<file path="config.mk">
export PLATFORM = sky130hd
export DESIGN_NAME = ifsp_core
export DESIGN_NICKNAME = d
export VERILOG_FILES = /design/src/ifsp_pkg.sv /design/src/ifsp_core.sv
export SDC_FILE = /design/constraint.sdc
export NUM_CORES = 1
export LEC_CHECK = 0
export BUFFER_PORTS_ARGS = -buffer_cell sky130_fd_sc_hd__buf_2
export CORE_MARGIN = 2
export CORE_UTILIZATION = 55
export CTS_BUF_LIST = sky130_fd_sc_hd__clkbuf_4
export CTS_CLUSTER_DIAMETER = 120
export DETAILED_ROUTE_END_ITERATION = 12
export PLACE_DENSITY = 0.82
export SLEW_MARGIN = 0
export SYNTH_ARGS = -nofsm -noshare
export SYNTH_HDL_FRONTEND = slang
export SYNTH_SLANG_ARGS = --single-unit
</file>
<file path="constraint.sdc">
create_clock -name mclk -period 1.95 [get_ports mclk]
set_clock_uncertainty 0.15 [all_clocks]
set_input_delay 0 -clock mclk [delete_from_list [all_inputs] [get_ports mclk]]
set_output_delay 0 -clock mclk [all_outputs]
set_load 0.02 [all_outputs]
</file>
<file path="src/ifsp_pkg.sv">
// Constants and types for the isolated fast serial port
package ifsp_pkg;
    localparam int          DATA_BITS      = 8;
    localparam int          FRAME_BITS     = 10;
    localparam logic [3:0]  BIT_CNT_LAST   = 4'h8;
    localparam logic [3:0]  BIT_CNT_ZERO   = 4'h0;
    localparam logic        START_LEVEL    = 1'b0;
    localparam logic        IDLE_LEVEL     = 1'b1;
    localparam logic        CHAN_FIRST     = 1'b0;
    localparam logic        CHAN_SECOND    = 1'b1;
    localparam logic [7:0]  MODE_HOLD_RST  = 8'h10;
    localparam logic [7:0]  MODE_RUN       = 8'h00;

    // Gray coded along idle -> rx -> deliver
    typedef enum logic [1:0] {
        IFSP_IDLE    = 2'b00,
        IFSP_RX      = 2'b01,
        IFSP_DELIVER = 2'b11,
        IFSP_TX      = 2'b10
    } ifsp_state_t;
endpackage

</file>
<file path="src/ifsp_core.sv">
// Isolated fast serial port framer, router and flow control
`timescale 1ns/100ps
module ifsp_core (
    input  wire logic        mclk,
    input  wire logic        rstn,
    // Option bits from nonvolatile memory, static after load
    input  wire logic        opt_first_en,
    input  wire logic        opt_second_en,
    input  wire logic [7:0]  bit_mode,
    input  wire logic        iso_serial_clock,
    input  wire logic        iso_serial_in,
    output logic             iso_serial_out,
    output logic             iso_clear_to_send,
    output logic             pins_on_second,
    // Outgoing byte request from the channels
    input  wire logic        tx_valid,
    input  wire logic [7:0]  tx_data,
    input  wire logic        tx_origin,
    output logic             tx_ready,
    // Incoming byte delivery
    output logic             rx_valid,
    output logic [7:0]       rx_data,
    output logic             rx_to_second,
    input  wire logic        rx_ready
);
    logic        clk_s1_r, clk_s2_r, clk_s3_r;
    logic        clk_s1_nxt, clk_s2_nxt, clk_s3_nxt;
    logic        din_s1_r, din_s2_r;
    logic        din_s1_nxt, din_s2_nxt;
    logic        port_en;
    logic        rise;
    logic        deliver;
    ifsp_pkg::ifsp_state_t state_r, state_nxt;
    logic [3:0]  cnt_r, cnt_nxt;
    logic [8:0]  shreg_r, shreg_nxt;
    logic        sout_r, sout_nxt;
    logic        cts_r, cts_nxt;
    logic        rxv_r, rxv_nxt;
    logic [7:0]  rxd_r, rxd_nxt;
    logic        rxs_r, rxs_nxt;

    function automatic logic route_second(input logic chan_bit,
                                          input logic first_en);
        route_second = (chan_bit == ifsp_pkg::CHAN_SECOND) || !first_en;
    endfunction

    // Count of the rise that carries the channel bit
    function automatic logic last_bit(input logic [3:0] cnt);
        last_bit = (cnt == ifsp_pkg::BIT_CNT_LAST);
    endfunction

    assign port_en = (opt_first_en || opt_second_en)
                     && (bit_mode != ifsp_pkg::MODE_HOLD_RST);
    assign pins_on_second = opt_first_en || opt_second_en;

    // Two-flop synchronisers; third clock flop for edge detect
    always_comb begin
        clk_s1_nxt = iso_serial_clock;
        clk_s2_nxt = clk_s1_r;
        clk_s3_nxt = clk_s2_r;
        din_s1_nxt = iso_serial_in;
        din_s2_nxt = din_s1_r;
    end

    // Reset to idle pin levels so no false edge follows reset
    always_ff @(posedge mclk) begin
        if (!rstn) begin
            clk_s1_r <= 1'b0;
            clk_s2_r <= 1'b0;
            clk_s3_r <= 1'b0;
            din_s1_r <= ifsp_pkg::IDLE_LEVEL;
            din_s2_r <= ifsp_pkg::IDLE_LEVEL;
        end else begin
            clk_s1_r <= clk_s1_nxt;
            clk_s2_r <= clk_s2_nxt;
            clk_s3_r <= clk_s3_nxt;
            din_s1_r <= din_s1_nxt;
            din_s2_r <= din_s2_nxt;
        end
    end

    // Shift register, count and serial out move only on far-end clock rises
    assign rise = clk_s2_r && !clk_s3_r;

    // Framer: shared shift register, half duplex by construction
    always_comb begin
        state_nxt = state_r;
        cnt_nxt   = cnt_r;
        shreg_nxt = shreg_r;
        sout_nxt  = sout_r;
        cts_nxt   = cts_r;
        tx_ready  = 1'b0;
        deliver   = 1'b0;
        case (state_r)
            ifsp_pkg::IFSP_IDLE: begin
                if (!rxv_r)
                    cts_nxt = 1'b1;
                if (rise) begin
                    // Channel bit stood one period; line back high
                    sout_nxt = ifsp_pkg::IDLE_LEVEL;
                    // Incoming start wins a tie with our own start while CTS is high
                    if (din_s2_r == ifsp_pkg::START_LEVEL && cts_r) begin
                        state_nxt = ifsp_pkg::IFSP_RX;
                        cts_nxt   = 1'b0;
                        cnt_nxt   = ifsp_pkg::BIT_CNT_ZERO;
                    end else if (tx_valid) begin
                        tx_ready  = 1'b1;
                        shreg_nxt = {tx_origin, tx_data};
                        sout_nxt  = ifsp_pkg::START_LEVEL;
                        cnt_nxt   = ifsp_pkg::BIT_CNT_ZERO;
                        state_nxt = ifsp_pkg::IFSP_TX;
                    end
                end
            end
            ifsp_pkg::IFSP_RX: begin
                cts_nxt = 1'b0;
                if (rise) begin
                    shreg_nxt = {din_s2_r, shreg_r[8:1]};
                    cnt_nxt   = cnt_r + 4'h1;
                    if (last_bit(cnt_r))
                        state_nxt = ifsp_pkg::IFSP_DELIVER;
                end
            end
            ifsp_pkg::IFSP_DELIVER: begin
                // Waits for the holding slot; CTS stays low meanwhile
                if (!rxv_r) begin
                    deliver   = 1'b1;
                    state_nxt = ifsp_pkg::IFSP_IDLE;
                end
            end
            ifsp_pkg::IFSP_TX: begin
                cts_nxt = 1'b0;
                // Far end stalls the clock to hold us here
                if (rise) begin
                    sout_nxt  = shreg_r[0];
                    shreg_nxt = {ifsp_pkg::IDLE_LEVEL, shreg_r[8:1]};
                    cnt_nxt   = cnt_r + 4'h1;
                    // Done on the channel bit: ten rises end a frame
                    if (last_bit(cnt_r))
                        state_nxt = ifsp_pkg::IFSP_IDLE;
                end
            end
            default: state_nxt = ifsp_pkg::IFSP_IDLE;
        endcase
    end

    always_ff @(posedge mclk) begin
        if (!rstn || !port_en) begin
            state_r <= ifsp_pkg::IFSP_IDLE;
            cnt_r   <= ifsp_pkg::BIT_CNT_ZERO;
            shreg_r <= '0;
            sout_r  <= ifsp_pkg::IDLE_LEVEL;
            cts_r   <= 1'b0;
        end else begin
            state_r <= state_nxt;
            cnt_r   <= cnt_nxt;
            shreg_r <= shreg_nxt;
            sout_r  <= sout_nxt;
            cts_r   <= cts_nxt;
        end
    end

    // One-byte holding slot; drain and fill never meet
    always_comb begin
        rxv_nxt = rxv_r;
        rxd_nxt = rxd_r;
        rxs_nxt = rxs_r;
        if (rxv_r && rx_ready)
            rxv_nxt = 1'b0;
        if (deliver) begin
            rxv_nxt = 1'b1;
            rxd_nxt = shreg_r[ifsp_pkg::DATA_BITS-1:0];
            rxs_nxt = route_second(shreg_r[8], opt_first_en);
        end
    end

    always_ff @(posedge mclk) begin
        if (!rstn || !port_en) begin
            rxv_r <= 1'b0;
            rxd_r <= '0;
            rxs_r <= ifsp_pkg::CHAN_FIRST;
        end else begin
            rxv_r <= rxv_nxt;
            rxd_r <= rxd_nxt;
            rxs_r <= rxs_nxt;
        end
    end

    assign iso_serial_out    = sout_r;
    assign iso_clear_to_send = cts_r;
    assign rx_valid          = rxv_r;
    assign rx_data           = rxd_r;
    assign rx_to_second      = rxs_r;
endmodule // ifsp_core

</file>
==> impl_metrics.py <==
metrics = {
    "run_status": {
        "status": "complete, but fails checks",
        "violations": "design-rule violations",
    },
    "finish": {
        "final_area_um2": 2100,
        "final_cells": 295,
        "nNetsFinal": 297,
        "syn2layout_area_growth_pct": 28.3,
        "multiInputGateArea_um2": 891,
        "n_antenna_cell": 0,
        "layout-drive-gt1-share_pct": 24.2,
        "seq_area_um2": 643,
        "fillCellCount": 222,
    },
    "global_route": {
        "grt_usage_pct": 23.4,
        "first_global_vias": 1358,
        "grt_overflow": 0,
        "antenna_found_initial": 0,
        "grt_start_max_net_pins": 19,
        "grt_pass1_wl_um": 6090,
    },
    "placement": {
        "dpl_cell_area_um2": 1880,
        "placed_cells": 271,
        "routabilityCongestion": 0.871,
        "port_buffers": 38,
        "dp_hpwl_um": 2540,
    },
    "yosys": {
        "synth_seq_area_share_pct": 39.1,
        "syn-instance-count": 204,
        "synth.net_count": 238,
        "netlist.area_leader.share_pct": 39.1,
        "synthDistinctLibCells": 43,
        "synth.largest_area_cell": "dfxtp_1",
        "yosys_warnings": 0,
        "syn_avg_cell_area_um2": 8.04,
        "synthTopCellsByArea": "dfxtp_1 39%, a21oi_1 8.2%, ha_1 6.9%",
        "yosys_register_bits": 32,
        "syn_area_um2": 1640,
    },
    "detailed_routing": {
        "drt_iter0_drc": 86,
        "drcViolationCount": 2,
        "wl_per_cell_um": 12.9,
        "wl_um": 3820,
        "via_per_inst": 5.58,
        "detail_route.first_pass.iterations": 8,
        "vias": 1646,
        "ant_nets": 0,
    },
    "flow_run": {
        "cap_violations": 0,
    },
    "power_and_ir_drop": {
        "p_total_mw": 1.44,
        "irDropWorstVdd_v": 0.000570,
        "combPwrFrac_pct": 25.1,
        "p_leak_nw": 0.864,
        "switchingPower_mw": 0.435,
        "p_int_mw": 1.01,
        "power_density_nw_per_um2": 685,
        "p_clk_share_pct": 25.9,
        "p_sw_share_pct": 30.2,
        "power_frac_seq_pct": 48.9,
    },
    "critical_path": {
        "r2r_setup_slack_ns": 0.09,
        "crit_path_start_kind": "flop",
        "worstPathArrival_ns": 1.95,
        "crit_path_start": "state_r[0]",
        "reg2reg_from": "state_r[0]",
        "r2r-end": "shreg_r[3]",
        "worst_r2r_path_depth": 7,
        "cp_max_fo": 9,
        "end_kind": "flop",
        "worst-setup-path-type": "flop to flop",
        "crit_required_ns": 2.04,
    },
    "timing": {
        "max_slew_margin_pct": 60.4,
        "finalCritPeriodShare_pct": 95.4,
        "finalSetupViolations": 0,
        "fin_tns_setup_ns": 0,
        "hold_viol_final": 0,
        "rsz0062_at_grt": "false",
        "max_freq_ghz": 0.537,
        "slew_viol_final": 0,
        "fin_crit_ns": 1.86,
        "holdWs_ns": 0.0708,
        "tightest_slew_ns": 0.586,
    },
    "floorplanning": {
        "die_area_um2": 3440,
        "pin_count": 39,
        "die_h_um": 58.6,
        "num_rows": 19,
        "die_w_um": 58.6,
        "core_region_area_um2": 2810,
        "start_util_pct": 58.5,
    },
    "min_path": {
        "min_from": "bit_mode[6]",
        "hp-class": "input port to flop",
        "holdPathStages": 4,
        "min_to": "iso_serial_out",
    },
    "cts": {
        "clk_path_buf_depth": 2,
        "clkSinkCount": 32,
        "path_clk_slew_ns": 0.10,
        "numCtsBuffers": 5,
        "clockRootBuffer": "clkbuf_4",
        "cts_tree": "built",
        "cts_max_level": 2,
        "post-cts-setup-buffers": 0,
        "clk_latency_ns": 0.32,
    },
}
==> layer usage <==
layer | vias to the layer above | track usage [%] | share of wire, % | wire length, um
li1 | 829 | - | - | -
met1 | 744 | 31.6 | 46 | 1740
met2 | 67 | 38.0 | 48 | 1810
met3 | 6 | 4.18 | 5.6 | 213
met4 | 0 | 7.79 | 1.2 | 44
met5 | - | 0 | 0 | 0
==> Yosys cell counts, drive strengths merged <==
library cell   n
a21o           1
a21oi         28
a311oi         1
a31o           1
a31oi          1
and2           4
and3b          1
buf            8
clkbuf         1
dfxtp         32
ha             9
inv           16
nand2         29
nand2b         7
nand3          2
nor2           6
nor2b          4
nor3          19
nor4           1
nor4b          1
o2111ai        1
o211ai         2
o21a           1
o21ai         10
o221ai         2
o22ai          8
o311a          1
o41ai          1
or2            2
or2b           1
or3            1
or3b           1
or4            1
==> stage by stage <==
stage | setup WS, ns | util, %
final | 0.0893 | 75.0
after global routing | 0.00195 | 75.0
after CTS | 0.0390 | 74.8
after detailed placement | 0.0572 | 67.1
after global placement | 0.137 | 67.1
after floorplan | 0.189 | -
==> worst max-delay path, cell delays in order (launching register included) <==
cell and delay, ns:
dfxtp_2 0.38, inv_1 0.10, ha_1 0.30, or2_1 0.28
o21ai_2 0.12, buf_4 0.18, a21oi_1 0.10, nor3_1 0.17
==> logic make-up after synthesis <==
family                     count (synthesis)  synth area share, %
DFF                                       32                 39.1
and+or+nand+nor                           80                 24.9
adders and majority gates                  9                 6.87
buffers and inverters                     25                 6.79
AOI/OAI and AO/OA                         58                 22.4
==> sequential cells by signal, indices dropped and copies added (netlist names) <==
register,cells
rx_data,8
shreg_r,9
din_s2_r,1
state_r,2
din_s1_r,1
clk_s1_r,1
rx_to_second,1
cnt_r,4
rx_valid,1
iso_clear_to_send,1
iso_serial_out,1
clk_s3_r,1
clk_s2_r,1
==> timing repair <==
action / in CTS / in global routing
hold buffers: 16 / 0
endpoints found under the hold margin: 18 / 0
setup endpoints to repair: 0 / 12
resized for setup: 0 / 3
==> final cells by class <==
class                      count  share of cell area [%]
inverter                      16                    2.85
clock inverter                 1                   0.178
multi-input combinational    147                    42.3
timing repair buffer          61                    19.7
clock buffer                   7                    2.50
tap                           31                    1.84
sequential                    32                    30.6
==> power by group through the flow <==
stage | Sequential (mW) | Combinational (mW) | Clock (mW)
6_report | 0.706 | 0.362 | 0.374
5_1_grt | 0.709 | 0.395 | 0.406
4_1_cts | 0.704 | 0.351 | 0.384
3_5_place_dp | 0.719 | 0.326 | 0
3_3_place_gp | 0.718 | 0.321 | 0
2_1_floorplan | 0.718 | 0.229 | 0
==> placed cells by master (no fill, tap or decap), types with 3 or more instances in the layout <==
| cell type | synthesis | final |
|---|---|---|
| nand2_1 | 29 | 29 |
| ha_1 | 9 | 8 |
| inv_1 | 16 | 16 |
| o21ai_0 | 8 | 8 |
| buf_4 | 1 | 6 |
| nor2_1 | 4 | 4 |
| a21oi_1 | 27 | 27 |
| dfxtp_1 | 32 | 30 |
| buf_2 | 5 | 38 |
| clkbuf_4 | 0 | 7 |
| and2_1 | 4 | 4 |
| dlygate4sd3_1 | 0 | 16 |
| o22ai_1 | 8 | 8 |
| nor3_1 | 19 | 19 |
| nand2b_1 | 7 | 7 |
| nor2b_1 | 3 | 3 |
==> worst max-delay path by stage <==
stage                 endpoint  slack [ns]  cells after the start
floorplan           state_r[0]        0.19                      5
global placement    shreg_r[0]        0.14                      6
detailed placement  state_r[1]        0.06                      6
CTS                 shreg_r[7]        0.04                      7
global route        state_r[0]       0.002                      7
finish              shreg_r[3]        0.09                      7
No activity file was read; power rests on OpenSTA's default activity.
